## config.mk

```make
export PLATFORM = sky130hd
export DESIGN_NAME = sbc_operating_mode_controller
export DESIGN_NICKNAME = d
export VERILOG_FILES = /design/src/rtl/sbc_mode_pkg.sv /design/src/rtl/sbc_operating_mode_controller.sv
export SDC_FILE = /design/constraint.sdc
export NUM_CORES = 1
export LEC_CHECK = 0
export ABC_AREA = 0
export BUFFER_PORTS_ARGS = -buffer_cell sky130_fd_sc_hd__buf_4
export CAP_MARGIN = 25
export CORE_MARGIN = 1.5
export CORE_UTILIZATION = 45
export CTS_CLUSTER_SIZE = 20
export DETAILED_ROUTE_END_ITERATION = 7
export GPL_TIMING_DRIVEN = 0
export PLACE_DENSITY = 0.66
export SYNTH_ARGS = -nofsm -noshare
export SYNTH_HDL_FRONTEND = slang
export SYNTH_SLANG_ARGS = --single-unit
```

## constraint.sdc

```tcl
create_clock -name ref_clk -period 7 [get_ports ref_clk]
set_clock_uncertainty 0.05 [all_clocks]
set_input_delay 0.35 -clock ref_clk [delete_from_list [all_inputs] [get_ports ref_clk]]
set_output_delay 0.35 -clock ref_clk [all_outputs]
set_load 0.03 [all_outputs]
```

## src/rtl/sbc_mode_pkg.sv

```systemverilog
package sbc_mode_pkg;

    // Mode-control command values
    localparam logic [2:0] CMD_SLEEP   = 3'h1;
    localparam logic [2:0] CMD_STANDBY = 3'h4;
    localparam logic [2:0] CMD_NORMAL  = 3'h7;
    localparam logic [7:0] MODE_CTRL_ADDR = 8'h01;

    // Reset source codes
    localparam logic [4:0] RSS_POWER_ON   = 5'h00;
    localparam logic [4:0] RSS_EXTERNAL   = 5'h01;
    localparam logic [4:0] RSS_UNDERVOLT  = 5'h02;
    localparam logic [4:0] RSS_OVERTEMP   = 5'h03;
    localparam logic [4:0] RSS_WAKE       = 5'h04;
    localparam logic [4:0] RSS_ILLEGAL_SL = 5'h14;
    localparam logic [4:0] RSS_RST_VAL    = 5'h00;
    localparam logic [2:0] MODE_SEL_RST_VAL = 3'h4;

    // Timing in ns and derived cycles at 100 MHz
    localparam int CLK_PERIOD_NS = 10;
    localparam int STARTUP_NS    = 2000;
    localparam int STARTUP_CYC   = (STARTUP_NS + CLK_PERIOD_NS - 1)
                                   / CLK_PERIOD_NS;
    localparam int RESET_PULSE_NS  = 1000;
    localparam int RESET_PULSE_CYC = (RESET_PULSE_NS + CLK_PERIOD_NS - 1)
                                     / CLK_PERIOD_NS;
    localparam int SILENCE_NS  = 1000;
    localparam int SILENCE_CYC = (SILENCE_NS + CLK_PERIOD_NS - 1)
                                 / CLK_PERIOD_NS;
    localparam int CNT_W = 12;

    typedef enum logic [6:0] {
        MODE_OFF      = 7'h01,
        MODE_RESET    = 7'h02,
        MODE_STANDBY  = 7'h04,
        MODE_NORMAL   = 7'h08,
        MODE_SLEEP    = 7'h10,
        MODE_FNORMAL  = 7'h20,
        MODE_OVERTEMP = 7'h40
    } op_mode_e;

    // Analogue/pin monitors
    typedef struct packed {
        logic batPowerOn;
        logic batPowerOff;
        logic tempOverAct;
        logic tempBelowRel;
        logic hostSupplyUv;
        logic extResetReq;
        logic busWakeDet;
        logic localWakeDet;
        logic diagWakeDet;
    } monitors_s;

    // Configuration bits
    typedef struct packed {
        logic busWakeEnable;
        logic localWakeEnable;
        logic partialNetEnable;
        logic partialNetConfigValid;
        logic sleepDisableBit;
        logic forcedNormalBootBit;
    } config_s;

    // Block controls driven from the mode
    typedef struct packed {
        logic hostSupplyOutput;
        logic canActive;
        logic spiEnable;
        logic watchdogRun;
        logic tempProtEnable;
        logic busBiasEnable;
        logic busBias2v5;
        logic selectiveWake;
        logic canHighZ;
    } ctrl_s;

endpackage

```

## src/rtl/sbc_operating_mode_controller.sv

```systemverilog
`timescale 1ns/10ps

module sbc_operating_mode_controller
    import sbc_mode_pkg::*;
(
    input  wire logic      ref_clk,
    input  wire logic      rst,
    input  wire monitors_s monAsync,
    input  wire logic      busActiveAsync,
    input  wire config_s   cfg,
    input  wire logic      modeWrite,
    input  wire logic [7:0] modeWriteAddr,
    input  wire logic [2:0] modeWriteData,
    input  wire logic      watchdogEnable,
    output op_mode_e       mode_reg,
    output logic [2:0]     modeSelectField_reg,
    output logic [4:0]     resetSourceCode_reg,
    output logic           spiFailure_reg,
    output logic           hostResetPinOut_reg,
    output logic           hostResetPinOe_reg,
    output logic           rxdWakeLow_reg,
    output ctrl_s          ctrl_reg
);

    // ------------------------------------------------------------
    // Input synchronisers
    // ------------------------------------------------------------
    monitors_s monMeta;
    monitors_s mon;
    logic      busMeta;
    logic      busActive;
    logic      hostResetPinIn;

    always_ff @(posedge ref_clk or posedge rst) begin
        if (rst) begin
            monMeta <= '0;
            mon     <= '0;
            busMeta <= 1'b0;
            busActive <= 1'b0;
        end else begin
            monMeta <= monAsync;
            mon     <= monMeta;
            busMeta <= busActiveAsync;
            busActive <= busMeta;
        end
    end

    // Reset pin input reads released whenever no external reset request holds it
    assign hostResetPinIn = ~mon.extResetReq;

    // ------------------------------------------------------------
    // Wake capture
    // ------------------------------------------------------------
    logic wakePending_reg;
    logic regularWake;
    logic anyWake;
    logic wakeSourceOn;

    assign wakeSourceOn = cfg.busWakeEnable | cfg.localWakeEnable;
    assign regularWake  = (mon.busWakeDet & cfg.busWakeEnable)
                        | (mon.localWakeDet & cfg.localWakeEnable);
    assign anyWake      = regularWake | mon.diagWakeDet;

    // No detection in overtemp or off; a pending wake stays flagged in overtemp but clears in off
    always_ff @(posedge ref_clk or posedge rst) begin
        if (rst) begin
            wakePending_reg <= 1'b0;
        end else if (mode_reg == MODE_OFF) begin
            wakePending_reg <= 1'b0;
        end else if (anyWake && mode_reg != MODE_OVERTEMP) begin
            wakePending_reg <= 1'b1;
        end else if (mode_reg == MODE_NORMAL || mode_reg == MODE_FNORMAL) begin
            wakePending_reg <= 1'b0;
        end
    end

    always_ff @(posedge ref_clk or posedge rst) begin
        if (rst) begin
            rxdWakeLow_reg <= 1'b0;
        end else begin
            rxdWakeLow_reg <= wakePending_reg
                            | (anyWake && mode_reg != MODE_OVERTEMP
                               && mode_reg != MODE_OFF);
        end
    end

    // ------------------------------------------------------------
    // Mode-select command decode
    // ------------------------------------------------------------
    logic cmdValid;
    logic cmdSleep;
    logic sleepOk;

    assign cmdValid = modeWrite && modeWriteAddr == MODE_CTRL_ADDR
                    && ctrl_reg.spiEnable;
    assign cmdSleep = cmdValid && modeWriteData == CMD_SLEEP
                    && (mode_reg == MODE_NORMAL || mode_reg == MODE_STANDBY);
    assign sleepOk  = !wakePending_reg && !anyWake && wakeSourceOn;

    always_ff @(posedge ref_clk or posedge rst) begin
        if (rst) begin
            modeSelectField_reg <= MODE_SEL_RST_VAL;
        end else if (cmdValid) begin
            modeSelectField_reg <= modeWriteData;
        end
    end

    always_ff @(posedge ref_clk or posedge rst) begin
        if (rst) begin
            spiFailure_reg <= 1'b0;
        end else begin
            spiFailure_reg <= cmdSleep && cfg.sleepDisableBit;
        end
    end

    // ------------------------------------------------------------
    // Counters for start-up, reset pulse and bus silence
    // ------------------------------------------------------------
    logic [CNT_W-1:0] timer_reg;
    logic [CNT_W-1:0] silence_reg;
    logic             uvHold_reg;
    logic             fromForced_reg;
    op_mode_e         modeNext;
    logic [4:0]       rssNext;
    logic             timerDone;

    assign timerDone = (mode_reg == MODE_OFF)
                     ? timer_reg >= CNT_W'(STARTUP_CYC)
                     : timer_reg >= CNT_W'(RESET_PULSE_CYC);

    always_ff @(posedge ref_clk or posedge rst) begin
        if (rst) begin
            timer_reg <= '0;
        end else if (modeNext != mode_reg) begin
            timer_reg <= '0;
        end else if (!timerDone && (mode_reg == MODE_RESET
                     || (mode_reg == MODE_OFF && mon.batPowerOn))) begin
            timer_reg <= timer_reg + CNT_W'(1);
        end
    end

    always_ff @(posedge ref_clk or posedge rst) begin
        if (rst) begin
            silence_reg <= '0;
        end else if (busActive) begin
            silence_reg <= '0;
        end else if (silence_reg < CNT_W'(SILENCE_CYC)) begin
            silence_reg <= silence_reg + CNT_W'(1);
        end
    end

    // ------------------------------------------------------------
    // Mode state machine
    // ------------------------------------------------------------
    always_comb begin
        modeNext = mode_reg;
        rssNext  = resetSourceCode_reg;
        if (mon.batPowerOff) begin
            modeNext = MODE_OFF;
        end else if (mon.tempOverAct && mode_reg != MODE_OFF
                     && mode_reg != MODE_SLEEP) begin
            modeNext = MODE_OVERTEMP;
            rssNext  = RSS_OVERTEMP;
        end else if ((mon.hostSupplyUv || mon.extResetReq)
                     && mode_reg != MODE_OFF && mode_reg != MODE_SLEEP
                     && mode_reg != MODE_OVERTEMP
                     && mode_reg != MODE_RESET) begin
            modeNext = MODE_RESET;
            rssNext  = mon.hostSupplyUv ? RSS_UNDERVOLT : RSS_EXTERNAL;
        end else begin
            unique case (mode_reg)
                MODE_OFF: begin
                    if (mon.batPowerOn && timerDone) begin
                        modeNext = MODE_RESET;
                        rssNext  = RSS_POWER_ON;
                    end
                end
                MODE_OVERTEMP: begin
                    if (mon.tempBelowRel) begin
                        modeNext = MODE_RESET;
                    end
                end
                MODE_SLEEP: begin
                    if (anyWake) begin
                        modeNext = MODE_RESET;
                        rssNext  = RSS_WAKE;
                    end
                end
                MODE_RESET: begin
                    if (timerDone && !uvHold_reg && hostResetPinIn) begin
                        if (cfg.forcedNormalBootBit || fromForced_reg)
                            modeNext = MODE_FNORMAL;
                        else
                            modeNext = MODE_STANDBY;
                    end
                end
                MODE_STANDBY: begin
                    if (cmdValid && modeWriteData == CMD_NORMAL)
                        modeNext = MODE_NORMAL;
                end
                MODE_NORMAL: begin
                    if (cmdValid && modeWriteData == CMD_STANDBY)
                        modeNext = MODE_STANDBY;
                end
                MODE_FNORMAL: begin
                    modeNext = MODE_FNORMAL;
                end
                default: begin
                    modeNext = MODE_OFF;
                end
            endcase
            if (cmdSleep && !cfg.sleepDisableBit) begin
                if (sleepOk) begin
                    modeNext = MODE_SLEEP;
                end else begin
                    modeNext = MODE_RESET;
                    rssNext  = RSS_ILLEGAL_SL;
                end
            end
        end
    end

    // Off on first battery connection
    always_ff @(posedge ref_clk or posedge rst) begin
        if (rst) begin
            mode_reg <= MODE_OFF;
        end else begin
            mode_reg <= modeNext;
        end
    end

    always_ff @(posedge ref_clk or posedge rst) begin
        if (rst) begin
            resetSourceCode_reg <= RSS_RST_VAL;
        end else begin
            resetSourceCode_reg <= rssNext;
        end
    end

    // Remember causes that change how reset is left
    always_ff @(posedge ref_clk or posedge rst) begin
        if (rst) begin
            uvHold_reg     <= 1'b0;
            fromForced_reg <= 1'b0;
        end else begin
            if (modeNext == MODE_RESET && mode_reg != MODE_RESET) begin
                fromForced_reg <= (mode_reg == MODE_FNORMAL);
            end
            if (modeNext == MODE_RESET && mon.hostSupplyUv) begin
                uvHold_reg <= 1'b1;
            end else if (!mon.hostSupplyUv) begin
                uvHold_reg <= 1'b0;
            end
        end
    end

    // ------------------------------------------------------------
    // Per-mode block controls and reset pin
    // ------------------------------------------------------------
    ctrl_s ctrlNext;

    always_comb begin
        ctrlNext = '0;
        ctrlNext.selectiveWake = cfg.partialNetEnable
                               & cfg.partialNetConfigValid;
        unique case (modeNext)
            MODE_OFF: begin
                ctrlNext.canHighZ = 1'b1;
            end
            MODE_NORMAL: begin
                ctrlNext.hostSupplyOutput = 1'b1;
                ctrlNext.canActive        = 1'b1;
                ctrlNext.spiEnable        = 1'b1;
                ctrlNext.watchdogRun      = watchdogEnable;
                ctrlNext.tempProtEnable   = 1'b1;
            end
            MODE_FNORMAL: begin
                ctrlNext.hostSupplyOutput = 1'b1;
                ctrlNext.canActive        = 1'b1;
                ctrlNext.spiEnable        = 1'b1;
                ctrlNext.tempProtEnable   = 1'b1;
            end
            MODE_STANDBY: begin
                ctrlNext.hostSupplyOutput = 1'b1;
                ctrlNext.spiEnable        = 1'b1;
                ctrlNext.watchdogRun      = watchdogEnable;
                ctrlNext.tempProtEnable   = 1'b1;
                ctrlNext.busBiasEnable    = cfg.busWakeEnable;
                ctrlNext.busBias2v5       = cfg.busWakeEnable
                    & (silence_reg < CNT_W'(SILENCE_CYC));
            end
            MODE_SLEEP: begin
                ctrlNext.busBiasEnable = 1'b1;
                ctrlNext.busBias2v5    =
                    silence_reg < CNT_W'(SILENCE_CYC);
                ctrlNext.watchdogRun   = watchdogEnable;
            end
            MODE_RESET: begin
                ctrlNext.hostSupplyOutput = 1'b1;
                ctrlNext.tempProtEnable   = 1'b1;
            end
            MODE_OVERTEMP: begin
                ctrlNext.canHighZ = 1'b1;
            end
            default: begin
                ctrlNext.canHighZ = 1'b1;
            end
        endcase
    end

    always_ff @(posedge ref_clk or posedge rst) begin
        if (rst) begin
            ctrl_reg <= '0;
        end else begin
            ctrl_reg <= ctrlNext;
        end
    end

    // Open-drain reset pin: driven low except in running modes and in reset once the pulse is done with no undervoltage hold
    always_ff @(posedge ref_clk or posedge rst) begin
        if (rst) begin
            hostResetPinOut_reg <= 1'b0;
            hostResetPinOe_reg  <= 1'b1;
        end else begin
            hostResetPinOut_reg <= 1'b0;
            hostResetPinOe_reg  <= !(modeNext == MODE_NORMAL
                                  || modeNext == MODE_STANDBY
                                  || modeNext == MODE_FNORMAL
                                  || (modeNext == MODE_RESET
                                      && mode_reg == MODE_RESET
                                      && timerDone && !uvHold_reg));
        end
    end

endmodule
```

# == Yosys cells after proc, flatten, opt, wreduce, memory -nomap -nowiden ==
# Index checks and enable logic that the tools add are counted.
# Widths: inputs -> output; s select.
# classes
mux,37
n_lt_le_gt_ge,3
shifts,0
eq_ne,22
n_div,0
bitwise,9
reduce_logical,50
addsub,2
multipliers,0
# op_table
op,count
$mux 7,10
$pmux 7 s7,1
$mux 12,4
$mux 5,7
$logic_and 1x1->1,28
$add 12x1->12 const B,2
$eq 7x2->1 const B,2
$eq 7x3->1 const B,2
$eq 7x4->1 const B,2
$eq 7x5->1 const B,2
$eq 7x6->1 const B,2
$ge 12x7->1 const B,1
$ge 12x8->1 const B,1
$lt 12x7->1 const B,1
$mux 1,11
$pmux 5 s2,1
$eq 8x1->1 const B,1
$logic_or 1x1->1,8
$eq 7x1->1 const B,1
$eq 7x7->1 const B,1
$ne 7x1->1 const B,1
$ne 7x2->1 const B,1
$ne 7x5->1 const B,1
$ne 7x7->1,1
other kinds (17),31
# word_totals
word_cells,162
latch_bits,0
rom_bits,0
output_inout_bits,28
input_bits,31
ramBits,0
ff_bits,73
memories,0

# == Logic depth before layout (Yosys ltp) ==
# depth
depth_word,17
depth_mapped,10
ltp_nobuf,7

# == Least setup slack after synthesis ==
# Ideal clock, no wire load.
# synth_timing
path_kind,register -> register
startpoint,register mode_reg[5]
endpoint,register timer_reg[2]
path_slack_ns,4.178
setup_ns,0.129
path_stages_with_launch,10
synth_period_minus_slack_ns,2.822
path_buffers,2
required_time_ns,6.821
arrival_time_ns,2.643
path_cell_list,dfrtp_1 > buf_2 > nor4_4 > nor3b_1 > nor4_1 > or3_1 > buf_4 > or4_1 > nand4_1 > nor4b_1
# synth_between
elab_chain_cells,12
word_cells_on_any_way,42
classes_between,12 x eq/ne; 13 x mux; 17 x reduce/logical
# synth_rtl
item,line_no,source
start: declaration,sbc_operating_mode_controller.sv:15,"output op_mode_e mode_reg,"
start signal: assignment,sbc_operating_mode_controller.sv:228,mode_reg <= modeNext;
$eq 7x1->1,"sbc_operating_mode_controller.sv:127, sbc_operating_mode_controller.sv:137, sbc_operating_mode_controller.sv:171",
$mux 1,sbc_operating_mode_controller.sv:128,? timer_reg >= CNT_W'(STARTUP_CYC)
$logic_and 1x1->1 (2 in series),sbc_operating_mode_controller.sv:190,if (timerDone && !uvHold_reg && hostResetPinIn) begin
$mux 7,sbc_operating_mode_controller.sv:190,
$pmux 7 s7,sbc_operating_mode_controller.sv:171,unique case (mode_reg)
$mux 7,sbc_operating_mode_controller.sv:212,if (cmdSleep && !cfg.sleepDisableBit) begin
$mux 7,sbc_operating_mode_controller.sv:164,end else if ((mon.hostSupplyUv || mon.extResetReq)
$mux 7,sbc_operating_mode_controller.sv:160,end else if (mon.tempOverAct && mode_reg != MODE_OFF
$mux 7,sbc_operating_mode_controller.sv:158,if (mon.batPowerOff) begin
$ne 7x7->1,sbc_operating_mode_controller.sv:134,end else if (modeNext != mode_reg) begin
$mux 12 or $reduce_bool 2->1 (tied branches),n/a,
end signal: assignment,sbc_operating_mode_controller.sv:138,timer_reg <= timer_reg + CNT_W'(1);
end: declaration,sbc_operating_mode_controller.sv:119,logic [CNT_W-1:0] timer_reg;
# Parallel ways exist; a longest one is shown, timed or not.
# A chain may end at the register's enable or synchronous reset.

==> results by group <==
Logic synthesis
  • Simple-Gate Fraction of Synth Area: 25.6%
  • Post-synth top area share: approximately 48%
  • Synth Flop Type: dfrtp_1
  • Yosys top cell by area: dfrtp_1
  • Adder-Cell Fraction of Synth Area: 1.03%
  • Post-synthesis xor/xnor area fraction: 3.84%
  • Synth Instances: 362
  • Top cells by count, synth: dfrtp_1 (70), nand2_1 (32), nor2_1 (26), a21oi_1 (17), nor3_1 (16)
  • Syn_nets: 396
  • Synth Area per Inst: ~10 µm²
  • Count leader, synth: dfrtp_1
  • Post-synth EDFFs: 0
  • Mux cell area share after synthesis: 0.549%
  • Ys Warns: 0
  • Sequential cell area fraction in the yosys report: 50.2%
  • Largest family of logic cells by synthesized area: simple AND/OR/NAND/NOR gates
  • Compound-Gate Fraction of Synth Area: 14.6%
  • Post-synth ARST share: 100%
  • Synth cell types: 64
  • Synth top area cells: dfrtp_1 (48%), nand2_1 (3.3%), nor2_1 (2.7%)
  • Post-Syn Area: 3640 µm²
  • Yosys reg bits: 73

Layout
  • Layout area overhead: 20.7%
  • Antenna cells: 0
  • Filler cell count: 738
  • Layout Cells excl Fill: 537
  • Utilization after layout: ~57%
  • Layout Nets: 464
  • Layout cells sized above 1: between 20% and 30%

Detailed routing
  • Drt initial violations: 219
  • DRC: 0
  • TritonRoute pass-1 iters: 4
  • Routed Antenna Nets: 0
  • Vias: 3,147
  • Drt via density: a little under 6
  • Drt wl/cell: 17.5 µm
  • Final wirelength: between 9 and 10 mm

Clock network
  • Max Root-Sink Buffers: 2
  • H-tree levels: 3
  • Clk Latency, worst-skew pair: 350 ps
  • Root Buffer: clkbuf_8
  • Post-CTS Setup Inserts: 0
  • Reg clk slew, reported paths: 80 ps
  • Post-cts hold buffer count: 0
  • CTS Buf Count: 9
  • # clock sinks: 73
  • Post-CTS sizing: 0
  • TritonCTS clock tree: yes

Critical path
  • CP endpoint kind: flop
  • Worst Setup Path Type: reg2reg
  • Startpoint type of the worst setup path: flop
  • Critical-path top delay cell: o21ai_0
  • CP Max Fanout: 10
  • Critical Path RT: 7190 ps
  • Critical Path Max Stage Delay: 510 ps
  • WP data arrival: 3470 ps
  • Critical path cell sequence: buf_2, nor3_2, clkbuf_1, nand2_1, o21ai_0, nor2_1, o2bb2ai_1, a21oi_1, or3_1

Global routing
  • Vias in the first global route: 3,012
  • First-pass GRT wire length: 15.3 mm
  • GR Overflow Total: 0
  • Total GRT Usage: 23.5%
  • Largest net degree at the start of global routing: 74
  • Antenna violations before repair: 0

Placed design
  • Port Buffers: between 50 and 60
  • Placed cells: 521
  • HPWL after DPL: 6.91 mm
  • Pre-CTS setup slack: 3820 ps
  • Final GP Congestion: 0.926

STA
  • Setup tns final: 0 ps
  • Final-report hold violation count: 0
  • Final setup margin: 3710 ps
  • RSZ-0062 raised after global routing: false
  • Worst Tran Pin Value: 858 ps
  • Highest clock rate: between 0.3 and 0.4 GHz
  • Minimum clock period after layout: 3290 ps
  • Final setup fails: 0
  • Final worst path period share: 46.9%
  • Max-slew violation count: 0
  • Relative slew slack: 42.8%
  • Hold Worst Slack: ~46 ps

Floorplanning
  • Placeable Area: 7770 µm²
  • Die Y: approximately 93 µm
  • Die width: about 93 µm
  • Die area: 8650 µm²
  • Io pins: 59
  • Starting Density: between 40% and 50%
  • Num rows: 32

Worst hold path
  • Min-delay worst type: in2reg

Power and ir drop
  • PwrDens: roughly 230 nW/µm²
  • Pleak: 2.03 nW
  • Peak supply drop: 0.000111 V

Outcome
  • Outcome: finished, final reports clean

Flow run
  • Max-Cap Viols: 0
-- kinds of logic (layout without fill, tap and decap cells) --
family,count (synthesis),count (layout)
DFF,73,73
other,1,1
AOI/OAI and AO/OA,76,76
muxes,2,2
xor gates and xnor gates,16,16
adders and majority gates,3,3
buffers and inverters,33,106
and+or+nand+nor,158,158
-- through the flow --
stage	cell area [µm²]	power, mW
after floorplan	3640	0.612
after global placement	4200	0.670
after detailed placement	4200	0.674
after CTS	4400	1.01
after global routing	4400	1.05
final	4400	1.00
-- per-layer routing --
metal	share of wire (%)	routed length, µm	track usage (%)	up-vias
met5	0	0	0	-
met4	3.9	369	11.9	0
met3	6.4	601	4.39	27
met2	45	4230	35.6	112
met1	45	4210	32.2	1548
li1	-	-	-	1460
-- final timing paths --
| path | from | to | slack (ps) | cells past startpoint |
|---|---|---|---|---|
| max in group asynchronous | rst | timer_reg[1]$_DFFE_PP0P_ | 6210 | 2 |
| setup / recovery | mode_reg[5]$_DFF_PP0_ | ctrl_reg[4]$_DFF_PP0_ | 3710 | 9 |
| hold / removal | monAsync[0] | monMeta[0]$_DFF_PP0_ | 50 | 1 |
| setup reg to reg | mode_reg[5]$_DFF_PP0_ | ctrl_reg[4]$_DFF_PP0_ | 3710 | 9 |
| hold reg to reg | monMeta[4]$_DFF_PP0_ | mon[4]$_DFF_PP0_ | 300 | 0 |
| min in group asynchronous | rst | monMeta[3]$_DFF_PP0_ | 130 | 2 |
-- power by group --
part | internal, mW | leakage, nW | switching [mW]
Clock | 0.167 | 0.0933 | 0.168
Combinational | 0.0748 | 1.01 | 0.110
Sequential | 0.453 | 0.928 | 0.0308
-- cell usage in the layout (no fill, tap or decap), types with 3 or more instances in the layout --
cell type and instances:
or3_1 7, or4_1 3, xor2_1 9, a31o_2 3, clkbuf_1 10, o21ai_0 11
o21a_1 5, nand2_1 32, ha_1 3, xnor2_1 7, a21boi_0 3, nor2_1 26
buf_2 6, a21oi_1 17, nor3b_1 4, buf_4 61, and2_1 4, clkbuf_8 9
dfstp_2 3, nand4_1 7, nor2b_1 5, inv_1 13, nor4_1 13, dfrtp_1 70
a31oi_1 10, nand3_1 9, nor3_1 16, nor4b_1 3, o211ai_1 3, and3_1 5
-- worst max-delay path, delay by kind of cell (launching register included) --
family,cells,cell delay (ps)
flip-flops,1,390
buffers and inverters,2,630
AND/OR/NAND/NOR,4,1110
AO/OA/AOI/OAI,3,1010
-- layout make-up --
| type | instances | area, µm² | share of cell area, % |
|---|---|---|---|
| Inverter | 14 | 55.1 | 1.25 |
| Timing Repair Buffer | 57 | 428 | 9.73 |
| Buffer | 19 | 93.8 | 2.13 |
| Multi-Input combinational cell | 256 | 1670 | 37.9 |
| Clock buffer | 10 | 128 | 2.90 |
| Tap cell | 102 | 128 | 2.90 |
| Clock inverter | 6 | 67.6 | 1.54 |
| Sequential cell | 73 | 1830 | 41.6 |
Power figures use the tool's default switching activity.
